## config.mk

```make
export PLATFORM = sky130hd
export DESIGN_NAME = mise_exec
export DESIGN_NICKNAME = d
export VERILOG_FILES = /design/src/core/mise_exec.v
export VERILOG_INCLUDE_DIRS = /design/src /design/src/pkg
export SDC_FILE = /design/constraint.sdc
export NUM_CORES = 1
export LEC_CHECK = 0
export ABC_CLOCK_PERIOD_IN_PS = 6200
export BUFFER_PORTS_ARGS = -buffer_cell sky130_fd_sc_hd__buf_2
export CELL_PAD_IN_SITES_DETAIL_PLACEMENT = 1
export CELL_PAD_IN_SITES_GLOBAL_PLACEMENT = 1
export CORE_MARGIN = 2
export CORE_UTILIZATION = 35
export CTS_BUF_LIST = sky130_fd_sc_hd__clkbuf_8 sky130_fd_sc_hd__clkbuf_16
export DETAILED_ROUTE_END_ITERATION = 16
export PLACE_DENSITY = 0.72
export SLEW_MARGIN = 20
export SYNTH_ARGS = -nofsm -noshare
export SYNTH_HDL_FRONTEND = slang
export SYNTH_SLANG_ARGS = --single-unit
```

## constraint.sdc

```tcl
create_clock -name i_clk -period 6.2 [get_ports i_clk]
set_clock_uncertainty 0.2 [all_clocks]
set_input_delay 1.55 -clock i_clk [delete_from_list [all_inputs] [get_ports i_clk]]
set_output_delay 1.55 -clock i_clk [all_outputs]
set_load 0.02 [all_outputs]
```

## src/pkg/mise_defs.vh

```
// Constants for the instruction subset execution unit
// Functional notes
// RQ1 - Decrement-and-skip subtracts one from the file register and writes to the accumulator when d is 0, else back to the file register.
// RQ2 - The zero variant skips the next instruction on a zero result, the non-zero variant on a non-zero result, and no flag changes.
// RQ3 - A skip discards the fetched next instruction as a no-operation, costing two cycles, or three when that instruction is two words.
// RQ4 - With access bit 0 and the extended set on, an operand of 95 or less uses indexed literal offset addressing for decrement-skip and store.
// RQ5 - With the extended set off, access bit 0 selects the access bank and access bit 1 the bank chosen by the bank select register.
// RQ6 - In indexed literal offset mode the effective address is the operand plus indirect pointer two.
// RQ7 - Load literal puts the 8-bit immediate into the accumulator in one word and one cycle.
// RQ8 - Store copies the accumulator into the addressed file register in one cycle without touching any flag.
// RQ9 - Relative call takes a signed 11-bit offset and jumps to the incremented program counter plus twice the offset.
// RQ10 - Relative call pushes the following instruction's address in its first cycle and spends a no-operation second cycle.
// RQ11 - Software reset returns every register and flag to its master clear reset value in one cycle.
// RQ12 - Table write uses the low 3 bits of the table pointer to choose one of 8 holding registers for the table latch byte.
// RQ13 - The table pointer is 21 bits wide with bit 0 choosing the low or high byte of a program word.
// RQ14 - Table write supports no change, post-increment, post-decrement and pre-increment, the last updating before the write.
// RQ15 - Table write takes two cycles, reading the latch and writing the holding register in the second.
// RQ16 - The holding registers stage data for a later program flash programming operation.
`ifndef MISE_DEFS_VH
`define MISE_DEFS_VH
`define MISE_OP_DSZ     6'h0b
`define MISE_OP_DSNZ    6'h13
`define MISE_OP_LDLIT   8'h0e
`define MISE_OP_STORE   7'h37
`define MISE_OP_RELATIVE_SUBROUTINE_CALL   5'h1b
`define MISE_OP_SWRST   16'h00ff
`define MISE_OP_TABLE_WRITE_OP   14'h0003
`define MISE_ILO_MAX    8'h5f
`define MISE_ACCESS_HI  8'h60
`define MISE_SFR_BANK   4'hf
`define MISE_TW_NONE    2'h0
`define MISE_TW_POSTINC 2'h1
`define MISE_TW_POSTDEC 2'h2
`define MISE_TW_PREINC  2'h3
`define MISE_PC_W       21
`define MISE_RST_ACC    8'h00
`define MISE_RST_BANK   4'h0
`define MISE_RST_PTR    21'h000000
`define MISE_RST_HOLD   8'hff
`endif

```

## src/core/mise_exec.v

```verilog
// Execution unit for a subset of 8-bit controller instructions
`timescale 1ns/1ps
`include "mise_defs.vh"
module mise_exec (
   // Clock and reset
   input  wire        i_clk,
   input  wire        i_rst_n,
   // Instruction fetch
   input  wire        i_instr_valid,
   input  wire [15:0] i_instr,
   input  wire        i_next_two_word,
   input  wire [20:0] i_pc,
   input  wire        i_ext_set_en,
   // Data memory
   input  wire [7:0]  i_file_rdata,
   input  wire [11:0] i_indirect_pointer_two,
   input  wire [7:0]  i_table_latch,
   output reg  [11:0] o_file_addr,
   output reg  [7:0]  o_file_wdata,
   output reg         o_file_we,
   // Program flow and return stack
   output reg         o_pc_load,
   output reg  [20:0] o_pc_target,
   output reg         o_stack_push,
   output reg  [20:0] o_top_of_stack,
   output wire        o_busy,
   output reg         o_soft_reset,
   // Architectural state
   output reg  [7:0]  o_accum,
   output reg  [3:0]  o_bank_select_register,
   output reg  [20:0] o_table_pointer,
   output wire [63:0] o_holding_regs
);
   localparam [1:0] ST_EXEC = 2'h0;
   localparam [1:0] ST_NOP  = 2'h1;
   localparam [1:0] ST_TBLW = 2'h2;

   reg  [1:0]  state_ff;
   reg  [1:0]  nops_ff;
   reg  [1:0]  tw_mode_ff;
   reg  [7:0]  hold_ff [0:7];
   reg  [1:0]  nxt_state;
   reg  [1:0]  nxt_nops;
   reg  [7:0]  dec_val;
   reg         skip;
   reg  [7:0]  nxt_accum;
   reg  [20:0] nxt_ptr;

   // Effective data address for byte-oriented operands
   function [11:0] eff_addr;
      input [7:0]  f;
      input        a;
      input        ext;
      input [3:0]  bank;
      input [11:0] ptr2;
      begin
         if (!a && ext && f <= `MISE_ILO_MAX)
            eff_addr = ptr2 + {4'h0, f}; // RQ4 RQ6
         else if (a)
            eff_addr = {bank, f}; // RQ5
         else if (f < `MISE_ACCESS_HI)
            eff_addr = {4'h0, f}; // RQ5
         else
            eff_addr = {`MISE_SFR_BANK, f}; // RQ5
      end
   endfunction

   wire        in_exec  = i_instr_valid && (state_ff == ST_EXEC);
   wire        is_dsz   = i_instr[15:10] == `MISE_OP_DSZ;
   wire        is_dsnz  = i_instr[15:10] == `MISE_OP_DSNZ;
   wire        is_ldlit = i_instr[15:8] == `MISE_OP_LDLIT;
   wire        is_store = i_instr[15:9] == `MISE_OP_STORE;
   wire        is_relative_subroutine_call = i_instr[15:11] == `MISE_OP_RELATIVE_SUBROUTINE_CALL;
   wire        is_swrst = i_instr == `MISE_OP_SWRST;
   wire        is_table_write_op = i_instr[15:2] == `MISE_OP_TABLE_WRITE_OP;
   wire [20:0] pc_next  = i_pc + 21'h000002;
   wire [20:0] rel_off  = {{9{i_instr[10]}}, i_instr[10:0], 1'b0}; // RQ9
   wire [20:0] ptr_inc  = o_table_pointer + 21'h000001;
   wire [20:0] ptr_dec  = o_table_pointer - 21'h000001;

   assign o_busy = state_ff != ST_EXEC;

   genvar g;
   generate
      for (g = 0; g < 8; g = g + 1) begin : g_hold
         assign o_holding_regs[g*8 +: 8] = hold_ff[g]; // RQ16
      end
   endgenerate

   always @* begin
      dec_val   = i_file_rdata - 8'h01; // RQ1
      skip      = (is_dsz && dec_val == 8'h00) || (is_dsnz && dec_val != 8'h00); // RQ2
      nxt_state = state_ff;
      nxt_nops  = nops_ff;
      case (state_ff)
         ST_EXEC: begin
            if (in_exec && (is_dsz || is_dsnz) && skip) begin
               nxt_state = ST_NOP;
               nxt_nops  = i_next_two_word ? 2'h1 : 2'h0; // RQ3
            end else if (in_exec && is_relative_subroutine_call) begin
               nxt_state = ST_NOP; // RQ10
               nxt_nops  = 2'h0;
            end else if (in_exec && is_table_write_op) begin
               nxt_state = ST_TBLW; // RQ15
            end
         end
         ST_NOP: begin
            if (nops_ff == 2'h0)
               nxt_state = ST_EXEC;
            else
               nxt_nops = nops_ff - 2'h1;
         end
         ST_TBLW: nxt_state = ST_EXEC;
         default: nxt_state = ST_EXEC;
      endcase
   end

   // Qualified instruction strobes and the shared operand address
   wire        take_dec   = in_exec && (is_dsz || is_dsnz);
   wire        take_store = in_exec && is_store;
   wire        take_relative_subroutine_call = in_exec && is_relative_subroutine_call;
   wire        take_table_write_op = in_exec && is_table_write_op;
   wire        tw_step    = state_ff == ST_TBLW;
   wire        clr        = !i_rst_n || o_soft_reset; // RQ11
   wire [11:0] op_addr    = eff_addr(i_instr[7:0], i_instr[8], i_ext_set_en,
                                     o_bank_select_register, i_indirect_pointer_two);
   integer     k;

   // Sequencer state; a soft reset pulse clears it like an external reset
   always @(posedge i_clk) begin
      if (clr) begin
         state_ff <= ST_EXEC; // RQ11
         nops_ff  <= 2'h0;
      end else begin
         state_ff <= nxt_state;
         nops_ff  <= nxt_nops;
      end
   end

   // Accumulator
   always @* begin
      nxt_accum = o_accum;
      if (take_dec && !i_instr[9])
         nxt_accum = dec_val; // RQ1
      else if (in_exec && is_ldlit)
         nxt_accum = i_instr[7:0]; // RQ7
   end

   always @(posedge i_clk) begin
      if (clr)
         o_accum <= `MISE_RST_ACC;
      else
         o_accum <= nxt_accum;
   end

   // No instruction of this subset writes the bank select register
   always @(posedge i_clk) begin
      if (clr)
         o_bank_select_register <= `MISE_RST_BANK;
      else
         o_bank_select_register <= o_bank_select_register;
   end

   // Data memory write port, one strobe per store or per decrement with d set to 1
   always @(posedge i_clk) begin
      if (clr) begin
         o_file_addr  <= 12'h000;
         o_file_wdata <= 8'h00;
         o_file_we    <= 1'b0;
      end else begin
         o_file_we <= (take_dec && i_instr[9]) || take_store;
         if (take_dec && i_instr[9]) begin
            o_file_addr  <= op_addr; // RQ4 RQ5 RQ6
            o_file_wdata <= dec_val; // RQ1
         end else if (take_store) begin
            o_file_addr  <= op_addr; // RQ4 RQ5 RQ6
            o_file_wdata <= o_accum; // RQ8
         end
      end
   end

   // Relative call: push the return address and load the target together
   always @(posedge i_clk) begin
      if (clr) begin
         o_pc_load      <= 1'b0;
         o_stack_push   <= 1'b0;
         o_pc_target    <= 21'h000000;
         o_top_of_stack <= 21'h000000;
      end else begin
         o_pc_load    <= take_relative_subroutine_call;
         o_stack_push <= take_relative_subroutine_call; // RQ10
         if (take_relative_subroutine_call) begin
            o_top_of_stack <= pc_next; // RQ10
            o_pc_target    <= pc_next + rel_off; // RQ9
         end
      end
   end

   // Software reset pulse, which clears every register on the next edge
   always @(posedge i_clk) begin
      if (clr)
         o_soft_reset <= 1'b0;
      else
         o_soft_reset <= in_exec && is_swrst; // RQ11
   end

   // Table pointer: pre-increment at take, post-update with the holding write
   always @* begin
      nxt_ptr = o_table_pointer;
      if (take_table_write_op && i_instr[1:0] == `MISE_TW_PREINC)
         nxt_ptr = ptr_inc; // RQ14
      else if (tw_step && tw_mode_ff == `MISE_TW_POSTINC)
         nxt_ptr = ptr_inc; // RQ14
      else if (tw_step && tw_mode_ff == `MISE_TW_POSTDEC)
         nxt_ptr = ptr_dec; // RQ14
   end

   always @(posedge i_clk) begin
      if (clr) begin
         o_table_pointer <= `MISE_RST_PTR;
         tw_mode_ff      <= `MISE_TW_NONE;
      end else begin
         o_table_pointer <= nxt_ptr; // RQ13
         if (take_table_write_op)
            tw_mode_ff <= i_instr[1:0];
      end
   end

   // Holding registers stage program-memory data for a later flash write
   always @(posedge i_clk) begin
      if (clr) begin
         for (k = 0; k < 8; k = k + 1)
            hold_ff[k] <= `MISE_RST_HOLD;
      end else if (tw_step) begin
         hold_ff[o_table_pointer[2:0]] <= i_table_latch; // RQ12 RQ13 RQ15
      end
   end
endmodule // mise_exec

```

After elaboration in Yosys (flattened, before gate mapping)
Memory sizes are Yosys's and may differ from the RTL's.
Index checks and enable logic that the tools add are counted.
Storage, ports and cells
  register bits: 100
  memories: 1
  latch bits: 0
  bits in writable memories: 64
  ROM bits: 0
  logic and storage cells: 104
Operators by class
  divide/modulo/power cells: 0
  bitwise gates (word level): 0
  shift-type cells: 0
  $add $sub $neg: 7
  reduce and logical (&&, ||, !) cells: 36
  order comparisons: 2
  $mul: 0
  equality and inequality tests: 16
  multiplexer cells: 30
Memories
  hold_ff: words 8, width 8, read ports 8, clocked after memory_dff 0, wr ports 8, line mise_exec.v:41  | reg [7:0] hold_ff [0:7];
Operators by type and width (count)
  $mux 21: 3
  $mux 12: 5
  $mux 8: 5
  $add 21x1->21 const B: 1
  $add 21x2->21 const B: 1
  $add 21x21->21: 1
  $sub 21x1->21 const B: 1
  $logic_and 1x1->1: 17
  $eq 16x8->1 const B: 1
  $eq 14x2->1 const B: 1
  $mux 2: 7
  $add 12x8->12: 1
  $eq 8x4->1 const B: 1
  $le 8x7->1 const B: 1
  $logic_not 8->1: 1
  $lt 8x7->1 const B: 1
  $pmux 2 s2: 2
  $reduce_bool 2->1: 4
  $reduce_bool 8->1: 1
  $reduce_or 8->1: 1
  $sub 8x1->8 const B: 1
  $eq 7x6->1 const B: 1
  $mux 1: 7
  $eq 2x2->1 const B: 3
  15 further kinds: 23

Logic depth before layout (Yosys ltp)
Gate-level depths: netlist (run 1).
  depth after elaboration: 7
  depth in mapped cells: 14
  gate-level depth less buffers: 14

Worst setup path after synthesis (run 1)
No wires, ideal clock.
  path kind: input port to flip-flop
  start point: in i_pc[1]
  end point: reg o_pc_target[15]
  arrival: 4112 ps
  slack: 1817 ps
  data required time: 5930 ps
  buffers on the path: 1
  setup time: 70 ps
  stages: 14
  cells stage by stage: ha_1 -> nand2_1 -> or3_1 -> nor2_1 -> xor2_1 -> ha_1 -> clkbuf_1 -> and4_1 -> nor2b_1 -> nand4_1 -> a41oi_1 -> xor2_1 -> nand2_1 -> a21oi_1
Between the ends
  longest elaborated chain between the ends: 2
RTL lines
  start, declared: line mise_exec.v:12  | input wire [20:0] i_pc,
  $add 21x2->21: line mise_exec.v:76  | wire [20:0] pc_next = i_pc + 21'h000002;
  net pc_next[11]: line mise_exec.v:76
  $add 21x21->21: line mise_exec.v:194  | o_pc_target <= pc_next + rel_off;
  end signal, assigned: line mise_exec.v:194
  end, declared: line mise_exec.v:23  | output reg [20:0] o_pc_target,
The timed path passes the listed nets, and every way through them passes these cells.
A chain may end at the register's enable or synchronous reset.

Worst setup path in the final report (run 1)
  start point: in i_pc[1]
  end point: reg o_pc_target[19]
The elaborated chain is that of the path after synthesis.

==> results of run 1 <==
state kept, by name, summed over array words and instances, names as in the netlist:
register,flops
hold_ff,64
state_ff,2
o_file_addr,12
o_pc_target,21
o_accum,8
tw_mode_ff,2
o_table_pointer,21
o_file_wdata,8
nops_ff,2
o_stack_push,1
o_soft_reset,1
o_file_we,1
o_top_of_stack,20
power by group through the flow:
| stage | Clock, mW | Combinational [mW] | Sequential, mW |
|---|---|---|---|
| 2_1_floorplan | 0 | 0.170 | 1.15 |
| 3_5_place_dp | 0 | 0.271 | 1.14 |
| 6_report | 1.08 | 0.272 | 1.12 |
| 4_1_cts | 1.11 | 0.273 | 1.12 |
| 3_3_place_gp | 0 | 0.265 | 1.14 |
| 5_1_grt | 1.14 | 0.302 | 1.12 |
cell type report:
| cell class | count | area share [%] |
|---|---|---|
| clock inverters | 15 | 1.59 |
| inverters | 26 | 0.921 |
| repair buffers | 236 | 11.3 |
| multi-input cells | 690 | 41.3 |
| clock buffers | 17 | 4.02 |
| diodes | 7 | 0.165 |
| well taps | 324 | 3.83 |
| flip-flops and latches | 163 | 36.8 |
kinds of logic after synthesis:
group	count (synthesis)	share of synthesized area [%]
muxes	9	1.05
buffers and inverters	68	3.37
DFF	163	45.7
other	1	0.0439
xor gates and xnor gates	67	6.87
AOI/OAI and AO/OA	166	12.9
and+or+nand+nor	406	24.3
adders and majority gates	38	5.74
cell usage in the layout, fill, tap and decap left out, types with 8 or more instances in the layout:
cell type,netlist,layout
buf_2,5,229
nor2_1,105,105
dfxtp_1,99,99
nand2_1,82,82
edfxtp_1,64,64
a21oi_1,53,53
ha_1,36,36
xnor2_1,35,35
or2_2,35,35
nor3_1,35,34
nand2b_1,35,34
xor2_1,32,32
nand3_1,30,30
o21ai_0,28,27
inv_1,26,26
a211oi_1,19,19
clkbuf_16,0,17
or3_1,15,15
nand4_1,11,11
nor2b_1,12,11
a31oi_1,11,11
and3_1,9,9
mux2i_1,9,9
nor4_1,8,8
o211ai_1,8,8
through the flow:
| step | std cells | hold slack [ns] | setup WS, ns | total power, mW | instance area (µm²) |
|---|---|---|---|---|---|
| after global routing | 1477 | 0.283 | 1.52 | 2.56 | 10600 |
| after CTS | 1471 | 0.257 | 1.77 | 2.49 | 10600 |
| after global placement | 1439 | 0.240 | 1.48 | 1.41 | 9980 |
| after detailed placement | 1439 | 0.246 | 1.31 | 1.41 | 9980 |
| final | 1478 | 0.254 | 1.77 | 2.46 | 10600 |
| after floorplan | 921 | 0.238 | 1.82 | 1.31 | 8550 |
final timing paths:
kind	end	slack (ns)
setup / recovery	o_pc_target[19]	1.77
hold / removal	o_file_wdata[3]	0.25
setup reg to reg	o_file_addr[9]	2.86
hold reg to reg	o_file_wdata[3]	0.25
worst min-delay path: cells and delay by family (launching register included):
kind            cells  cell delay, ns
simple gates        1            0.05
compound gates      1            0.05
flops               1            0.32
routing by layer:
metal / vias up / GRT usage [%]
met5: - / 0
met2: 200 / 34.7
met4: 4 / 5.36
li1: 3691 / -
met3: 24 / 5.38
met1: 3572 / 25.3
==> flow_summary.yaml, run 1 <==
pwr:
  power_frac_clock_pct: 43.7
  power.density_mw_per_mm2: 233
  swShare_pct: 28.5
  ir_worst_vdd_v: 0.000153
  p_leak_nw: 4.07
  netSwitchingPower_uw: 703
  internal_power_mw: 1.76
  power_frac_seq_pct: 45.3
  combinationalPowerShare_pct: 11.0
grt:
  grt_pass1_vias: 7625
  grt_pass1_wl_um: 41600
  antenna_found_initial: 5
  grt_max_degree: 83
  gr-usage-all-layers_pct: 20.3
  grt_overflow: 0
sta:
  fin_crit_sh_pct: 71.4
  rsz0062_at_grt: "no"
  report.final.slew_viol_count: 0
  period_needed_ns: 4.43
  final.setup.tns_ns: 0
  tightest_slew_ns: 1.04
  finalSetupViolCount: 0
  hold_violations: 0
  relSlewSlack_pct: 30.5
  fmax_mhz: 226
setup_path:
  cp.depth: 14
  critPathCaptureType: "register"
  max_stage_delay_ns: 0.42
  arrival_ns: 4.54
  path_cells: "buf_2 > ha_1 > nand2_1 > or3_1 > nor2_1 > xor2_1 > ha_1 > a21o_1 > a21o_1 > a21oi_1 > nand4_1 > a31oi_1 > xor2_1 > o21ai_0"
  worstPathMaxFanout: 10
  slowest_stage: "or3_1"
  start_kind: "input pin"
  critPathRequiredTime_ns: 6.31
  r2r-start: "state_ff[1]"
  crit_family: "compound AO/OA/AOI/OAI gates"
  critPathBufInv: 1
  crit_start: "i_pc[1]"
  r2r_cells: 5
  path_class: "in2reg"
clock_network:
  clock-sinks: 163
  tritoncts: "yes"
  cts_hold_repair.buffers: 0
  clk_pin_slew_ns: 0.08
  cts_root_buffer: "clkbuf_16"
  ctsResizeCount: 0
  post-cts-setup-buffers: 0
  cts_buffer_depth: 2
  clkLatencyLatePin_ns: 0.45
  cts_made_buffers: 17
  cts_max_level: 4
synthesis:
  async_reset_ff_share_pct: 0
  synth-edff-count: 64
  synth_most_common_cell: "nor2_1"
  yosysWarnings: 0
  syn_area_per_cell_um2: 9.31
  synthFlopType: "dfxtp_1"
  synth_top_cell_by_area: "dfxtp_1"
  synth-seq-cells: 163
  syn_area_mm2: 0.00854
  synth_commonest_cells: "105 x nor2_1, 99 x dfxtp_1, 82 x nand2_1"
  yosysTopAreaCellShare_pct: 23.2
  yosysSeqAreaShare_pct: 45.7
  yosys-top-cells-area: "dfxtp_1 23%, edfxtp_1 22%, ha_1 5.3%"
  yosys.cell_types.count: 62
  synth_cells: 918
detailed_routing:
  met2_length_um: 12400
  vias: 7491
  wirelength_um: 26000
  wl_met1_um: 11500
  dr.pass1.iters: 4
  ant_nets: 0
  met3WireLength_um: 1730
  drc: 0
  viasPerCell: 5.07
  avgRoutedWirePerCell_um: 17.6
  top_layer: "met5"
  first_iter_violations: 280
final_layout:
  multiInputGateArea_mm2: 0.00438
  areaGrowthSynthToFinish_pct: 24.0
  final_nets: 1242
  finalCoreUtilization_pct: 44.0
  register_area_mm2: 0.00390
  layout-drive-gt1-share_pct: 28.0
  fillers: 2895
floorplanning:
  rows: 57
  core_region_area_mm2: 0.0241
  dieWidth_um: 160
  pin_count: 234
  die-area_mm2: 0.0257
  start_util_pct: 35.4
  die_y_um: 160
worst_hold_path:
  hold_path_depth: 2
  min_path_type: "reg2reg"
  hp-start: "o_file_wdata[3]"
job:
  cap_violations: 0
place:
  numPortBuffers: 229
  gp_congestion: 0.820
  hpwl_um: 19300
run_status:
  status: "complete, no violations"
Note: power is estimated with default switching activity, not from simulation.
==> run 2, diff against run 1 <==
Settings changed: ABC_AREA set to 1, ABC_CLOCK_PERIOD_IN_PS 6200 to 4600, PLACE_DENSITY 0.72 to 0.73.
Clock period 6.2 ns to 4.6 ns, I/O delays scaled along.
==> run 2 against run 1 <==
Register-to-register slack got worse by 0.64 ns. Cell count increased by 25%. Die area increased by 11%. Critical path type unchanged. Largest power group unchanged. Highest routed layer unchanged.
==> flow_summary.yaml, run 2 <==
setup_path:
  start_kind: "input pin"
  critPathRequiredTime_ns: 4.78
  critPathCaptureType: "register"
  arrival_ns: 3.88
  path_class: "in2reg"
  worstPathMaxFanout: 6
synthesis:
  yosysWarnings: 0
  yosys.cell_types.count: 51
  synthFlopType: "dfxtp_1"
  synth_commonest_cells: "304 x nand2_1, 170 x nor2_1, 138 x inv_1"
  synth-seq-cells: 163
  syn_area_mm2: 0.00948
  synth-edff-count: 64
  yosysSeqAreaShare_pct: 41.2
  async_reset_ff_share_pct: 0
  syn_area_per_cell_um2: 7.44
  synth_most_common_cell: "nand2_1"
  yosys-top-cells-area: "dfxtp_1 21%, edfxtp_1 20%, nand2_1 12%"
  synth_top_cell_by_area: "dfxtp_1"
  synth_cells: 1274
  yosysTopAreaCellShare_pct: 20.9
sta:
  final.setup.tns_ns: 0
  period_needed_ns: 3.70
  relSlewSlack_pct: 41.7
  rsz0062_at_grt: "no"
  finalSetupViolCount: 0
  tightest_slew_ns: 0.873
  fin_crit_sh_pct: 80.5
  report.final.slew_viol_count: 0
  hold_violations: 0
  fmax_mhz: 270
clock_network:
  ctsResizeCount: 0
  clkLatencyLatePin_ns: 0.44
  cts_buffer_depth: 2
  clk_pin_slew_ns: 0.08
  cts_root_buffer: "clkbuf_16"
  cts_made_buffers: 17
  cts_hold_repair.buffers: 0
  post-cts-setup-buffers: 0
  cts_max_level: 4
  clock-sinks: 163
  tritoncts: "yes"
floorplanning:
  pin_count: 234
  rows: 60
  dieWidth_um: 169
  die_y_um: 169
  core_region_area_mm2: 0.0268
  start_util_pct: 35.4
  die-area_mm2: 0.0284
detailed_routing:
  wirelength_um: 31600
  dr.pass1.iters: 5
  first_iter_violations: 522
  top_layer: "met5"
  vias: 9395
  wl_met1_um: 14200
  avgRoutedWirePerCell_um: 17.0
  viasPerCell: 5.07
  drc: 0
  met2_length_um: 15300
  ant_nets: 0
  met3WireLength_um: 1580
final_layout:
  multiInputGateArea_mm2: 0.00481
  final_common_cell: "nand2_1"
  final_nets: 1607
  areaGrowthSynthToFinish_pct: 22.0
  register_area_mm2: 0.00390
  largest_reg_flops: 64
  layout_top_registers: "hold_ff: 64 flops, o_pc_target: 21 flops, o_table_pointer: 21 flops"
  finalCoreUtilization_pct: 43.1
  mostFrequentLayoutCells: "304 x nand2_1, 229 x buf_2, 170 x nor2_1"
  fillers: 3408
  largest-register: "hold_ff"
  finalNonFillerCells: 1854
  layout-drive-gt1-share_pct: 20.9
place:
  hpwl_um: 24200
  gp_congestion: 0.852
  placed_cells: 1821
  numPortBuffers: 229
grt:
  grt_pass1_wl_um: 49900
  grt_overflow: 0
  antenna_found_initial: 3
  gr-usage-all-layers_pct: 22.1
  grt_pass1_vias: 9480
  grt_max_degree: 54
run_status:
  status: "complete, no violations"
pwr:
  power.density_mw_per_mm2: 295
  fin_total_pwr_mw: 3.42
  p_leak_nw: 5.18
  ir_worst_vdd_v: 0.000164
worst_hold_path:
  min_path_type: "reg2reg"
job:
  cap_violations: 0
[run 2: cell families after synthesis]
| family | count (synthesis) | share of synthesized area, % |
|---|---|---|
| compound gates | 221 | 12.6 |
| xor+xnor | 49 | 4.53 |
| fa+ha+maj | 38 | 5.17 |
| buf+inv | 183 | 8.20 |
| flops | 163 | 41.2 |
| mux | 2 | 0.211 |
| other cells | 1 | 0.0396 |
| simple gates | 617 | 28.1 |
[run 2: final timing paths]
| check | startpoint | endpoint | slack, ns | cells past startpoint |
|---|---|---|---|---|
| worst max-delay path | i_pc[1] | o_pc_target[12] | 0.90 | 17 |
| worst min-delay path | o_file_addr[6] | o_file_addr[6] | 0.25 | 2 |
| worst max register to register | o_table_pointer[0] | o_table_pointer[16] | 2.22 | 10 |
| worst min register to register | o_file_addr[6] | o_file_addr[6] | 0.25 | 2 |
[run 2: cell type report]
type | count | share of cell area (%)
diodes | 1 | 0.0216
clock buffers | 17 | 3.68
clock inverters | 15 | 1.63
inverters | 146 | 4.85
multi-input cells | 931 | 41.6
flip-flops and latches | 163 | 33.8
well taps | 341 | 3.69
repair buffers | 240 | 10.7
[run 2: stage by stage]
step / hold WS (ns) / setup WS (ns) / instance area (µm²)
floorplan: 0.268 / 0.933 / 9490
CTS: 0.256 / 0.888 / 11600
global placement: 0.238 / 0.502 / 10900
detailed placement: 0.240 / 0.421 / 10900
finish: 0.251 / 0.897 / 11600
global route: 0.281 / 0.511 / 11600
[run 2: routing by layer]
layer / vias to the layer above / GRT usage (%)
met3: 41 / 4.68
met5: - / 0
met2: 231 / 38.6
li1: 4636 / -
met1: 4483 / 28.0
met4: 4 / 5.36
[run 2: critical path, cell delays in order]
cell and delay, ns:
buf_2 0.10, ha_1 0.18, nand3_1 0.13, nor2_2 0.17, nand4_1 0.16, nor2_1 0.16
xor2_1 0.19, inv_1 0.07, ha_1 0.34, a21oi_1 0.21, a21boi_0 0.29, nand2_1 0.13
o21ai_0 0.16, inv_1 0.05, o21ai_0 0.19, o211ai_1 0.12, inv_1 0.07
[run 2: power breakdown]
part | internal [mW] | leakage (nW) | switching [mW]
Clock | 0.747 | 0.299 | 0.757
Sequential | 1.50 | 1.23 | 0.00401
Combinational | 0.134 | 3.65 | 0.274
==> run 3, diff against run 2 <==
Settings changed: ABC_CLOCK_PERIOD_IN_PS 4600 to 3400, PLACE_DENSITY 0.73 to 0.76.
Clock period 4.6 ns to 3.4 ns, I/O delays scaled along.
==> run 3 against run 2 <==
Flip-flop and latch count unchanged. Cell count up 2.9%. Non-clock buffer count up 55. Sequential power up 36%. Clock power up 35%. Register-to-register slack worse by 1.2 ns. Global-route usage about the same. Count of clock-buffer cells in the layout unchanged. Via count up 2.7%. Sequential share of layout area down 1.5 points. Design area up 4.6%. Total power up 38%.
==> flow_summary.yaml, run 3 (synthesized netlist as in run 2, its figures left out) <==
sta:
  report.final.slew_viol_count: 0
  hold_violations: 0
  worst_slack_ns: 0.175
  fmax_mhz: 310
  hold_ws_ns: 0.253
  relSlewSlack_pct: 46.2
  period_needed_ns: 3.23
  fin_crit_sh_pct: 94.9
  finalSetupViolCount: 0
  tightest_slew_ns: 0.801
detailed_routing:
  ant_nets: 0
  drc: 0
  vias: 9644
  avgRoutedWirePerCell_um: 16.8
  first_iter_violations: 478
  wirelength_um: 32100
  viasPerCell: 5.05
  dr.pass1.iters: 5
final_layout:
  final_common_cell: "nand2_1"
  layout-drive-gt1-share_pct: 25.2
  finalNonFillerCells: 1908
  final_nets: 1662
  diodes: 0
  largest-register: "hold_ff"
  largest_reg_flops: 64
  finalCoreUtilization_pct: 45.1
  areaGrowthSynthToFinish_pct: 27.6
  mostFrequentLayoutCells: "303 x nand2_1, 229 x buf_2, 165 x nor2_1"
  fillers: 3409
  layout_top_registers: "hold_ff: 64 flops, o_pc_target: 21 flops, o_table_pointer: 21 flops"
clock_network:
  clk_pin_slew_ns: 0.08
  cts_buffer_depth: 2
  cts_hold_repair.buffers: 0
  clock-sinks: 163
  clkLatencyLatePin_ns: 0.44
  tritoncts: "yes"
  cts_root_buffer: "clkbuf_16"
  cts_made_buffers: 17
  cts_max_level: 4
grt:
  grt_overflow: 0
  grt_pass1_vias: 9612
  grt_pass1_wl_um: 49800
  grt_max_degree: 58
  gr-usage-all-layers_pct: 22.1
  antenna_found_initial: 1
setup_path:
  path_class: "in2reg"
  reg2reg_to: "o_table_pointer[16]"
  rrSetupSlack_ns: 1.00
  start_kind: "input pin"
  worstPathMaxFanout: 5
  critPathCaptureType: "register"
  critPathRequiredTime_ns: 3.53
  crit_end: "o_pc_target[18]"
  r2r-start: "o_table_pointer[0]"
  arrival_ns: 3.36
  r2r_cells: 10
  crit_start: "i_pc[1]"
place:
  placed_cells: 1872
  gp_congestion: 0.836
  preCtsSetupSlack_ns: -0.427
  hpwl_um: 24500
  numPortBuffers: 229
pwr:
  p_leak_nw: 5.45
  power.density_mw_per_mm2: 390
  fin_total_pwr_mw: 4.72
  ir_worst_vdd_v: 0.000234
floorplanning:
  start_util_pct: 35.4
  die-area_mm2: 0.0284
  die_y_um: 169
  rows: 60
  dieWidth_um: 169
  core_region_area_mm2: 0.0268
  pin_count: 234
run_status:
  status: "complete, no violations"
worst_hold_path:
  hp-start: "o_file_addr[7]"
  min_path_type: "reg2reg"
  hold_path_depth: 2
job:
  cap_violations: 0
-- run 3: changes by cell type in the layout (fill, tap and decap cells not counted), moves of 3 or more --
| cell | change |
|---|---|
| nor2_2 | +4 |
| nand3_1 | -3 |
| a21oi_1 | -4 |
| o21ai_0 | -9 |
| ha_1 | -4 |
| a21oi_2 | +4 |
| o21ai_1 | +9 |
| nand3_2 | +3 |
| buf_4 | +55 |
| nor2_1 | -5 |
-- run 3: power breakdown --
part	total, mW	internal (mW)	switching [mW]
registers	2.04	2.03	0.00550
clock network	2.03	1.01	1.02
logic	0.655	0.255	0.401
total	4.72	3.29	1.43
-- run 3: metal layers --
metal	part of all wire [%]	vias to the layer above	global-route usage, %
met4	1.6	2	5.92
met5	0.050	-	0
met3	4.8	37	4.23
li1	-	4737	-
met1	44	4638	26.8
met2	49	230	40.0
-- run 3: timing repair --
| action | 4_1_cts | 5_1_grt |
|---|---|---|
| endpoints found under the hold margin | 0 | 0 |
| endpoints found under the setup margin | 0 | 8 |
| buffers inserted | 0 | 4 |
| gates resized for setup | 0 | 29 |
-- run 3: metrics by stage --
step	instance area, µm²	setup TNS [ns]
after global routing	12100	-0.0452
after floorplan	9490	0
after detailed placement	11300	-2.59
after CTS	11900	0
after global placement	11300	-1.17
final	12100	0
-- run 3: worst min path at each step --
| stage | slack [ns] | to |
|---|---|---|
| finish | 0.25 | o_file_addr[7] |
| global route | 0.28 | o_file_wdata[3] |
| CTS | 0.26 | o_file_addr[7] |
| detailed placement | 0.24 | o_file_addr[7] |
| global placement | 0.24 | o_file_addr[6] |
| floorplan | 0.27 | tw_mode_ff[0] |
-- run 3: worst max-delay path: stages --
cell	delay [ns]
buf_2	0.10
ha_2	0.19
nand3_2	0.11
nor2_4	0.13
nand3_2	0.10
nor2_2	0.11
nand2_1	0.07
nor2_2	0.10
buf_4	0.13
xor2_2	0.16
ha_2	0.33
a21oi_2	0.20
buf_4	0.14
nor2_1	0.03
a211oi_1	0.17
nand3_1	0.13
nand2_1	0.08
nand2_1	0.04
o21ai_0	0.14
inv_1	0.05
-- run 3: final cells by class --
class / count / area [µm²] / area share, %
inverters: 146 / 561 / 4.63
multi-input cells: 931 / 4940 / 40.8
flip-flops and latches: 163 / 3900 / 32.3
clock inverters: 15 / 189 / 1.56
clock buffers: 17 / 425 / 3.52
well taps: 341 / 427 / 3.53
repair buffers: 295 / 1650 / 13.7
